--- config.mk ---
export PLATFORM = sky130hd
export DESIGN_NAME = rirq_unit
export DESIGN_NICKNAME = d
export VERILOG_FILES = /design/src/rtl/rirq_pkg.sv /design/src/rtl/rirq_unit.sv
export SDC_FILE = /design/constraint.sdc
export NUM_CORES = 1
export LEC_CHECK = 0
export ABC_AREA = 0
export BUFFER_PORTS_ARGS = -buffer_cell sky130_fd_sc_hd__buf_2
export CORE_MARGIN = 2
export CORE_UTILIZATION = 50
export DETAILED_ROUTE_END_ITERATION = 10
export PLACE_DENSITY = 0.9
export SKIP_CTS_REPAIR_TIMING = 1
export SYNTH_ARGS = -nofsm -noshare
export SYNTH_HDL_FRONTEND = slang
export SYNTH_SLANG_ARGS = --single-unit
--- constraint.sdc ---
create_clock -name CLK_SYS -period 1.6 [get_ports CLK_SYS]
set_input_delay 0.16 -clock CLK_SYS [delete_from_list [all_inputs] [get_ports CLK_SYS]]
set_output_delay 0.16 -clock CLK_SYS [all_outputs]
set_load 0.005 [all_outputs]
--- src/rtl/rirq_pkg.sv ---
//****************************************************************
// reader interrupt request unit: shared constants and types
//****************************************************************
// holds register offsets, field positions, reset values, carriers.
// assumes a 32-bit apb master and a single 50 mhz clock domain.
//
// Contract
// invert bit set: interrupt pin shows inverse of global request status.
// invert bit clear: interrupt pin follows global request status.
// reset defaults with open-drain: pin floats while nothing enabled is pending.
// common enable bits 6..0 pass matching requests; clear bits block them.
// secondary enable bit 7 selects push-pull when 1, open-drain when 0.
// secondary enable bit 4 gates aux activity, bit 2 crc; rest reserved.
// reset: common enable 80h, secondary enable 00h, common request 14h.
// common request write: bit 7 set marks set, clear marks clear.
// software clears latched requests; hardware never auto-clears them.
// transmit request bit 6 set when last transmitted bit has left.
// receive request bit 5 set at end of valid incoming stream.
// ignore-empty mode: receive request set only with bytes in fifo.
// idle request bit 4 set when running command ends by itself.
// unknown command: command field returns to idle, idle request set.
// host writing idle command does not set idle request.
// high alert request bit 3 latched on rising live high alert.
// low alert request bit 2 latched on rising live low alert.
// error request bit 1 set when any error status bit becomes set.
// timer request bit 0 set when timer counts down to zero.
// secondary request write uses bit 7 marker the same way.
// aux activity request bit 4 set on either edge of aux input.
// crc request bit 2 set when crc command done processing.
// global status is OR of enabled requests, one cycle behind.

package rirq_pkg;

    //****************************************************************
    // register map (byte addresses)
    //****************************************************************
    localparam logic [7:0] RIRQ_COMMAND_OFS     = 8'h04;
    localparam logic [7:0] RIRQ_COM_IEN_OFS     = 8'h08;
    localparam logic [7:0] RIRQ_DIV_IEN_OFS     = 8'h0c;
    localparam logic [7:0] RIRQ_COM_IRQ_OFS     = 8'h10;
    localparam logic [7:0] RIRQ_DIV_IRQ_OFS     = 8'h14;
    localparam logic [7:0] RIRQ_STATUS_OFS      = 8'h18;
    localparam logic [7:0] RIRQ_MODE_OFS        = 8'h1c;

    //****************************************************************
    // reset values and masks
    //****************************************************************
    localparam logic [7:0] RIRQ_COM_IEN_RST     = 8'h80;
    localparam logic [7:0] RIRQ_DIV_IEN_RST     = 8'h00;
    localparam logic [7:0] RIRQ_COM_IRQ_RST     = 8'h14;
    localparam logic [7:0] RIRQ_DIV_IRQ_RST     = 8'h00;
    localparam logic [7:0] RIRQ_MODE_RST        = 8'h00;
    localparam logic [7:0] RIRQ_DIV_IEN_MASK    = 8'h94;
    localparam logic [7:0] RIRQ_DIV_IRQ_MASK    = 8'h14;
    localparam logic [3:0] RIRQ_CMD_IDLE        = 4'h0;
    localparam logic [3:0] RIRQ_CMD_CALC_CRC    = 4'h3;
    localparam logic [15:0] RIRQ_CMD_VALID      = 16'hf3bb;

    //****************************************************************
    // field positions
    //****************************************************************
    localparam int RIRQ_MARKER_BIT    = 7;
    localparam int RIRQ_INVERT_BIT    = 7;
    localparam int RIRQ_PUSH_PULL_BIT = 7;
    localparam int RIRQ_TX_BIT        = 6;
    localparam int RIRQ_RX_BIT        = 5;
    localparam int RIRQ_IDLE_BIT      = 4;
    localparam int RIRQ_HIGH_BIT      = 3;
    localparam int RIRQ_LOW_BIT       = 2;
    localparam int RIRQ_ERR_BIT       = 1;
    localparam int RIRQ_TIMER_BIT     = 0;
    localparam int RIRQ_AUX_BIT       = 4;
    localparam int RIRQ_CRC_BIT       = 2;
    localparam int RIRQ_RX_IGNORE_BIT = 3;

    //****************************************************************
    // carriers
    //****************************************************************
    typedef struct packed {
        logic       tx_last_bit_sent;   // transmitter finished
        logic       rx_stream_end;      // receiver saw valid end
        logic       fifo_has_bytes;     // fifo not empty
        logic       fifo_high_live;     // live high alert
        logic       fifo_low_live;      // live low alert
        logic [7:0] error_status;       // error status bits
        logic       timer_zero;         // timer reached zero
        logic       cmd_done;           // running command finished
        logic       crc_data_done;      // crc input consumed
    } rirq_events_t;

    typedef struct packed {
        logic [7:0] paddr;
        logic       psel;
        logic       penable;
        logic       pwrite;
        logic [31:0] pwdata;
    } rirq_apb_req_t;

endpackage

--- src/rtl/rirq_unit.sv ---
//****************************************************************
// reader interrupt request unit
//****************************************************************
// holds request latches, enables, command field and pin drive.
// assumes synchronous event pulses from sources on the same clock,
// and an aux pin input from outside that is synchronised here.

module rirq_unit
    import rirq_pkg::*;
(
    input  wire logic                   CLK_SYS,     // 50 mhz clock
    input  wire logic                   RESETN,      // sync reset, low
    input  wire rirq_pkg::rirq_apb_req_t APB_REQ,    // apb request
    output logic [31:0]                 PRDATA,      // apb read data
    output logic                        PREADY,      // apb ready
    output logic                        PSLVERR,     // apb error
    input  wire rirq_pkg::rirq_events_t EVENTS,      // source events
    input  wire logic                   AUX_SERIAL_INPUT, // aux pin
    output logic [3:0]                  COMMAND,     // active command
    output logic                        IRQ_STATUS,  // global request
    output logic                        IRQ_O,       // pin out level
    output logic                        IRQ_OE_N     // pin drive, low on
);

    //****************************************************************
    // state
    //****************************************************************
    logic [7:0] com_ien_q, com_ien_d;
    logic [7:0] div_ien_q, div_ien_d;
    logic [7:0] com_irq_q, com_irq_d;
    logic [7:0] div_irq_q, div_irq_d;
    logic [7:0] mode_q,    mode_d;
    logic [3:0] cmd_q,     cmd_d;
    logic       irq_q;
    logic       irq_out_q;
    logic       irq_oe_n_q;
    logic       high_prev_q;
    logic       low_prev_q;
    logic [7:0] err_prev_q;
    logic       aux_s1_q, aux_s2_q, aux_s3_q;
    logic [7:0] rd_q;

    //****************************************************************
    // bus decode
    //****************************************************************
    wire logic        wr_en   = APB_REQ.psel & APB_REQ.penable & APB_REQ.pwrite;
    wire logic        setup_en = APB_REQ.psel & ~APB_REQ.penable; // setup cycle
    wire logic [7:0]  wdat    = APB_REQ.pwdata[7:0];
    wire logic        hit_cmd = APB_REQ.paddr == RIRQ_COMMAND_OFS;
    wire logic        hit_cie = APB_REQ.paddr == RIRQ_COM_IEN_OFS;
    wire logic        hit_die = APB_REQ.paddr == RIRQ_DIV_IEN_OFS;
    wire logic        hit_cir = APB_REQ.paddr == RIRQ_COM_IRQ_OFS;
    wire logic        hit_dir = APB_REQ.paddr == RIRQ_DIV_IRQ_OFS;
    wire logic        hit_sta = APB_REQ.paddr == RIRQ_STATUS_OFS;
    wire logic        hit_mod = APB_REQ.paddr == RIRQ_MODE_OFS;
    wire logic        hit_any = hit_cmd | hit_cie | hit_die | hit_cir
                                | hit_dir | hit_sta | hit_mod;

    // marker-bit write: set or clear the bits written as one
    function automatic logic [7:0] marker_write(input logic [7:0] cur,
                                                input logic [7:0] wd,
                                                input logic [7:0] msk);
        logic [7:0] sel;
        sel = wd & msk;
        if (wd[RIRQ_MARKER_BIT]) begin
            marker_write = cur | sel;
        end else begin
            marker_write = cur & ~sel;
        end
    endfunction

    //****************************************************************
    // command field and event detection
    //****************************************************************
    wire logic [3:0] host_cmd   = wdat[3:0];
    wire logic       cmd_wr     = wr_en & hit_cmd;
    wire logic       cmd_bad    = cmd_wr & ~RIRQ_CMD_VALID[host_cmd];
    wire logic       cmd_finish = EVENTS.cmd_done & (cmd_q != RIRQ_CMD_IDLE)
                                  & ~cmd_wr;
    // host writing idle never raises the idle request
    wire logic       idle_evt   = cmd_finish | cmd_bad;
    wire logic       tx_evt     = EVENTS.tx_last_bit_sent;
    wire logic       rx_evt     = EVENTS.rx_stream_end
                                  & (~mode_q[RIRQ_RX_IGNORE_BIT]
                                     | EVENTS.fifo_has_bytes);
    wire logic       high_evt   = EVENTS.fifo_high_live & ~high_prev_q;
    wire logic       low_evt    = EVENTS.fifo_low_live & ~low_prev_q;
    wire logic       err_evt    = |(EVENTS.error_status & ~err_prev_q);
    wire logic       timer_evt  = EVENTS.timer_zero;
    wire logic       aux_evt    = aux_s2_q ^ aux_s3_q;
    wire logic       crc_evt    = EVENTS.crc_data_done
                                  & (cmd_q == RIRQ_CMD_CALC_CRC);

    wire logic [7:0] com_set = {1'b0, tx_evt, rx_evt, idle_evt, high_evt,
                                low_evt, err_evt, timer_evt};
    wire logic [7:0] div_set = {3'b000, aux_evt, 1'b0, crc_evt, 2'b00};

    //****************************************************************
    // next-state of registers
    //****************************************************************
    always_comb begin
        com_ien_d = com_ien_q;
        div_ien_d = div_ien_q;
        mode_d    = mode_q;
        cmd_d     = cmd_q;
        com_irq_d = com_irq_q;
        div_irq_d = div_irq_q;
        if (wr_en & hit_cie) begin
            com_ien_d = wdat;
        end
        if (wr_en & hit_die) begin
            div_ien_d = wdat & RIRQ_DIV_IEN_MASK;
        end
        if (wr_en & hit_mod) begin
            mode_d = wdat;
        end
        if (cmd_wr) begin
            cmd_d = cmd_bad ? RIRQ_CMD_IDLE : host_cmd;
        end else if (cmd_finish) begin
            cmd_d = RIRQ_CMD_IDLE;
        end
        // requests never drop by themselves, only by marker write
        if (wr_en & hit_cir) begin
            com_irq_d = marker_write(com_irq_q, wdat, 8'h7f);
        end
        if (wr_en & hit_dir) begin
            div_irq_d = marker_write(div_irq_q, wdat, RIRQ_DIV_IRQ_MASK);
        end
        // hardware set wins over a same-cycle clear
        com_irq_d = com_irq_d | com_set;
        div_irq_d = div_irq_d | div_set;
    end

    //****************************************************************
    // registers
    //****************************************************************
    always_ff @(posedge CLK_SYS) begin
        if (!RESETN) begin
            com_ien_q <= RIRQ_COM_IEN_RST;
            div_ien_q <= RIRQ_DIV_IEN_RST;
            com_irq_q <= RIRQ_COM_IRQ_RST;
            div_irq_q <= RIRQ_DIV_IRQ_RST;
            mode_q    <= RIRQ_MODE_RST;
            cmd_q     <= RIRQ_CMD_IDLE;
        end else begin
            com_ien_q <= com_ien_d;
            div_ien_q <= div_ien_d;
            com_irq_q <= com_irq_d;
            div_irq_q <= div_irq_d;
            mode_q    <= mode_d;
            cmd_q     <= cmd_d;
        end
    end

    // edge history of live status and aux synchroniser
    always_ff @(posedge CLK_SYS) begin
        if (!RESETN) begin
            high_prev_q <= 1'b0;
            low_prev_q  <= 1'b0;
            err_prev_q  <= 8'h00;
            aux_s1_q    <= 1'b0;
            aux_s2_q    <= 1'b0;
            aux_s3_q    <= 1'b0;
        end else begin
            high_prev_q <= EVENTS.fifo_high_live;
            low_prev_q  <= EVENTS.fifo_low_live;
            err_prev_q  <= EVENTS.error_status;
            aux_s1_q    <= AUX_SERIAL_INPUT;
            aux_s2_q    <= aux_s1_q;
            aux_s3_q    <= aux_s2_q;
        end
    end

    //****************************************************************
    // global request and pin drive
    //****************************************************************
    wire logic [6:0] com_pend = com_irq_q[6:0] & com_ien_q[6:0];
    wire logic [7:0] div_pend = div_irq_q & div_ien_q & RIRQ_DIV_IRQ_MASK;
    wire logic       irq_d    = (|com_pend) | (|div_pend);
    wire logic       invert   = com_ien_q[RIRQ_INVERT_BIT];
    wire logic       pin_lvl  = irq_d ^ invert;
    wire logic       push_pull = div_ien_q[RIRQ_PUSH_PULL_BIT];

    // open-drain drives only a low level, floats on high
    always_ff @(posedge CLK_SYS) begin
        if (!RESETN) begin
            irq_q      <= 1'b0;
            irq_out_q  <= 1'b1;
            irq_oe_n_q <= 1'b1;
        end else begin
            irq_q      <= irq_d;
            irq_out_q  <= pin_lvl;
            irq_oe_n_q <= ~(push_pull | ~pin_lvl);
        end
    end

    //****************************************************************
    // read path
    //****************************************************************
    wire logic [7:0] status_rd = {3'b000, irq_q, 4'h0};
    wire logic [7:0] rd_byte =
        hit_cmd ? {4'h0, cmd_q} :
        hit_cie ? com_ien_q :
        hit_die ? div_ien_q :
        hit_cir ? {1'b0, com_irq_q[6:0]} :
        hit_dir ? div_irq_q :
        hit_sta ? status_rd :
        hit_mod ? mode_q : 8'h00;

    // read byte captured in the setup cycle, stands through the access phase
    always_ff @(posedge CLK_SYS) begin
        if (!RESETN) begin
            rd_q <= 8'h00;
        end else if (setup_en) begin
            rd_q <= rd_byte;
        end
    end

    assign PRDATA     = {24'h000000, rd_q};
    assign PREADY     = 1'b1;
    assign PSLVERR    = APB_REQ.psel & APB_REQ.penable & ~hit_any;
    assign COMMAND    = cmd_q;
    assign IRQ_STATUS = irq_q;
    assign IRQ_O      = irq_out_q;
    assign IRQ_OE_N   = irq_oe_n_q;

endmodule

---- Word-level counts from Yosys, hierarchy flattened ----
Memories as Yosys holds them, arrays and structs flattened.
Cells that the tools add are included.
storage, ports and cells
  register bits ........................... 63
  memory bits (read-only) ................. 16
  bits of input ports ..................... 62
  output and inout port bits .............. 41
  word-level logic and storage cells ...... 96
  memories kept ........................... 1
operators by class
  $lt $le $gt $ge ......................... 1
  equality and inequality tests ........... 8
  multiplexer cells ....................... 15
  bitwise gates (word level) .............. 50
  reduce and logical (&&, ||, !) cells .... 5
memory list
  name             depth  bits a word  rd ports  clocked after memory_dff  write ports  RTL line         source
  (no name shown)  16     1            1         0                         0            rirq_unit.sv:77  wire logic cmd_bad = cmd_wr & ~RIRQ_CMD_VALID[host_cmd];
operators with widths
  cell                                                  count
  2-to-1 mux 8 bit                                      11
  equality test 8 x 5 -> 1 bit (second input constant)  4
  AND 8 bit                                             3
  AND 1 bit                                             17
  equality test 8 x 4 -> 1 bit (second input constant)  2
  bitwise OR 8 x 5 -> 8 bit                             2
  bitwise OR 8 x 7 -> 8 bit                             2
  2-to-1 mux 4 bit                                      3
  bitwise OR 1 bit                                      10
  inverter 1 bit                                        9
  equality test 8 x 3 -> 1 bit (second input constant)  1
  inverter 5 -> 8 bit                                   1
  inverter 7 -> 8 bit                                   1
  inverter 8 bit                                        1
  OR reduction 8 bit                                    1
  AND 7 bit                                             1
  OR reduction 7 bit                                    1
  AND 5 bit                                             1
  < comparator 4 x 5 -> 1 bit (second input constant)   1
  equality test 4 x 2 -> 1 bit (second input constant)  1
  nonzero test 4 bit                                    1
  nonzero test 2 bit                                    1
  OR reduction 2 bit                                    1
  bitwise XOR 1 bit                                     2
  2-to-1 mux 1 bit                                      1

---- Depth between registers and ports, before layout ----
  word-level depth ........................ 9
  mapped depth ............................ 6
  mapped depth without buffers ............ 4

---- Worst setup path after synthesis ----
OpenSTA, ideal clock, no wires.
  path type ............................... input -> register
  start ................................... input APB_REQ[39] (netlist bit)
  end ..................................... register com_irq_q[0]
  arrival time ............................ 1.245 ns
  slack ................................... 0.241 ns
  cell stages on the path ................. 5
  cells stage by stage .................... buf_6 nor4b_4 nand4_1 mux2_1 o21a_1
between the ends
  cells in the longest elaborated chain, start to end .. 4
ends and longest elaborated chain
  item                          RTL line          source
  start, declared               rirq_unit.sv:13   input wire rirq_pkg::rirq_apb_req_t APB_REQ,
  equality test 8 x 5 -> 1 bit  rirq_unit.sv:52   wire logic hit_cir = APB_REQ.paddr == RIRQ_COM_IRQ_OFS;
  AND 1 bit                     rirq_unit.sv:123  if (wr_en & hit_cir) begin
  2-to-1 mux 8 bit              rirq_unit.sv:123
  bitwise OR 8 x 7 -> 8 bit     rirq_unit.sv:130  com_irq_d = com_irq_d | com_set;
  end signal, assigned          rirq_unit.sv:148  com_irq_q <= com_irq_d;
  end, declared                 rirq_unit.sv:30   logic [7:0] com_irq_q, com_irq_d;
Every way passes these cells.
A chain may end at the register's enable or synchronous reset.

---- Final worst setup path ----
  start ................................... register div_ien_q[4]
  end ..................................... register irq_oe_n_q, in the netlist IRQ_OE_N
between the ends
  cells in the longest elaborated chain, start to end .. 7
ends and longest elaborated chain
  item                    RTL line          source
  start, declared         rirq_unit.sv:29   logic [7:0] div_ien_q, div_ien_d;
  start signal, assigned  rirq_unit.sv:147  div_ien_q <= div_ien_d;
  AND 5 bit               rirq_unit.sv:178  wire logic [7:0] div_pend = div_irq_q & div_ien_q & RIRQ_DIV_IRQ_MASK;
  OR reduction 2 bit      rirq_unit.sv:179  wire logic irq_d = (|com_pend) | (|div_pend);
  bitwise OR 1 bit        rirq_unit.sv:179
  bitwise XOR 1 bit       rirq_unit.sv:181  wire logic pin_lvl = irq_d ^ invert;
  inverter 1 bit          rirq_unit.sv:193  irq_oe_n_q <= ~(push_pull | ~pin_lvl);
  bitwise OR 1 bit        rirq_unit.sv:193
  inverter 1 bit          rirq_unit.sv:193
  end signal, assigned    rirq_unit.sv:193
  end, declared           rirq_unit.sv:36   logic irq_oe_n_q;
Every way passes these cells.

==> impl_metrics.ini <==
[status]
outcome = finished clean

[timing]
finalClockSkew_ps = 6.67
period_needed_ps = 1420
slew_violations = 0
min_period_over_period_pct = 88.7
max-slew-margin-rel_pct = 64.8
max_freq_mhz = 705
setup_tns_ps = 0
hold_ws_ps = 46.3
tightestPinTransition_ps = 529
rsz0062_at_grt = yes
hold_viol = 0
setup_violations = 0

[cells_and_area]
multi_input_area_um2 = 1560
final_area_um2 = 3300
area_growth_pct = 14.9
n_fill_cell = 495
diodes = 0
final_nets = 424
layout-drive-gt1-share_pct = 24.2
layout_common_cells = dfxtp_1 (54), buf_2 (53), mux2i_1 (29), conb_1 (25), nor2b_1 (21)
final-seq-area_um2 = 1120
final_common_cell = dfxtp_1

[placement]
portBuffers = 53
place_congestion = 0.904
place.detailed.hpwl_um = 4950
place_area_um2 = 3190

[clocking]
clock_latency_ps = 310
root_buffer = clkbuf_8
clk_pin_slew_ps = 100
cts_made_buffers = 5
tritoncts = built
ctsLongestPathBuffers = 2
clock-sinks = 56
ctsHtreeMaxLevel = 2

[setup_path]
rr_endpoint = IRQ_OE_N
cp_max_fo = 3
critPathCaptureType = register
cp.required_ps = 1840
critPathKind = register to register
cp.arrival_ps = 1650
rrSetupSlack_ps = 180
r2r-start = div_ien_q[4]
startpoint_type = register
r2r_cells = 4

[synth]
yosys.area_share.simple_pct = 24.0
synth_area_um2 = 2880
ys_ff_latch = 56
synth-edff-count = 0
synth-async-reset-ratio_pct = 0
synthFlopType = dfxtp_1
synthXorXnorAreaFrac_pct = 0.305
synthAdderAreaFrac_pct = 0
yosysWarnings = 0
muxShareOfSynthArea_pct = 11.3
synth_compound_area_share_pct = 15.3
syn_avg_cell_area_um2 = 9.52
seq_area_frac_synth_pct = 39.0
synthCells = 302
synth_cell_types = 55
synth_top_family_by_area = simple AND/OR/NAND/NOR gates

[global_route]
grt_max_degree = 33
grt_pass1_wl_um = 10900
grt_pass1_vias = 2300
overflow = 0
grt_antenna_before_repair = 0
track_usage_pct = 21.7

[routing]
wl_met1_um = 2660
dr_wl_met2_um = 3320
avgViaCountPerCell = 5.58
drc = 0
wirelength_um = 6610
wire_per_inst_um = 15.2
ant_nets = 0
highest_layer = met4
drtPass1Iterations = 4
route.vias.total = 2426
dr_wl_met3_um = 526
initialDrtViolationCount = 189

[pwr]
cellPowerDensity_nw_per_um2 = 767
total_power_mw = 2.54
vdd_drop_max_uv = 460
leakagePower_nw = 1.47

[run]
maxCapViolCount = 0

[floorplan]
chipWidth_um = 79.8
fp.dieH_um = 79.8
core_area_um2 = 5540
dieArea_um2 = 6370
fp-row-count = 27
start_util_pct = 51.9
ios = 103

[min_path]
min_to = aux_s1_q
hold_start = AUX_SERIAL_INPUT
worstHoldPathCells = 2
hold_class = input port to register
-- state kept, by name, summed over array words and instances (netlist names), 2 cells and up --
| register | count |
|---|---|
| com_irq_q | 7 |
| mode_q | 8 |
| div_ien_q | 3 |
| err_prev_q | 8 |
| COMMAND | 4 |
| rd_q | 8 |
| com_ien_q | 8 |
| div_irq_q | 2 |
-- worst max-delay path by stage --
stage	cells after the start	slack, ps	end	start
floorplan	5	240	com_irq_q[0]	APB_REQ[39]
global placement	5	10	com_irq_q[0]	APB_REQ[36]
detailed placement	5	-50	com_irq_q[6]	APB_REQ[36]
CTS	4	150	IRQ_OE_N	div_irq_q[4]
global route	4	-20	IRQ_O	div_ien_q[4]
finish	4	180	IRQ_OE_N	div_ien_q[4]
-- metal layers --
metal	vias to the layer above	global-route usage [%]
met1	1138	27.3
li1	1156	-
met4	0	9.32
met3	9	2.38
met5	-	0
met2	123	37.6
-- synthesized netlist by cell type (2+ instances only) --
master | instances | area share, %
o21a_1 | 5 | 1.3
conb_1 | 2 | 0.26
mux2i_1 | 29 | 10
o22ai_1 | 2 | 0.44
nand2b_1 | 7 | 1.5
mux2_1 | 2 | 0.78
dfxtp_1 | 56 | 39
a2bb2oi_1 | 3 | 0.91
nor2_1 | 10 | 1.3
a21oi_1 | 5 | 0.87
nand4_1 | 12 | 2.6
nor3_1 | 3 | 0.52
nand3b_1 | 3 | 0.78
a22oi_1 | 8 | 2.1
and2_1 | 16 | 3.5
o21ai_0 | 7 | 1.2
a21boi_1 | 6 | 1.6
buf_2 | 2 | 0.35
a21boi_0 | 3 | 0.78
nand2_1 | 7 | 0.91
o2bb2ai_1 | 4 | 1.2
nand3_1 | 9 | 1.6
nor2b_1 | 21 | 4.6
clkbuf_1 | 10 | 1.3
and3_1 | 4 | 0.87
nor4b_4 | 2 | 1.7
buf_4 | 26 | 6.8
nor3b_1 | 3 | 0.78
a32o_1 | 3 | 1.0
inv_1 | 7 | 0.91
-- logic make-up after synthesis --
| group | count (synthesis) |
|---|---|
| simple gates | 105 |
| other cells | 2 |
| xor+xnor | 1 |
| mux | 32 |
| flops | 56 |
| compound gates | 59 |
| buf+inv | 47 |
-- worst max-delay path, cell delays in order, from the launching register on --
cell,delay (ps)
dfxtp_2,350
a222oi_1,330
nand3_1,210
o21a_1,250
o31ai_2,200
-- per-stage QoR --
| step | worst slack (ps) | utilization (%) | instances |
|---|---|---|---|
| 6_report | 181 | 59.6 | 435 |
| 5_1_grt | -15.5 | 59.6 | 435 |
| 4_1_cts | 154 | 59.4 | 434 |
| 3_5_place_dp | -45.5 | 57.6 | 426 |
| 3_3_place_gp | 13.8 | 57.6 | 426 |
| 2_1_floorplan | 241 | - | 325 |
-- report_power, final --
part	total (mW)	switching (mW)	internal, mW
sequential	1.44	0.0166	1.43
combinational	0.281	0.160	0.121
clock	0.812	0.461	0.351
-- final cells by class --
cell class | count | share of cell area, %
Clock buffer | 6 | 2.50
Clock inverter | 2 | 0.454
Inverter | 7 | 0.795
Multi-Input combinational cell | 222 | 47.3
Sequential cell | 56 | 34.0
Tap cell | 72 | 2.73
Timing Repair Buffer | 70 | 12.3
Note: power is estimated with default switching activity, not from simulation.
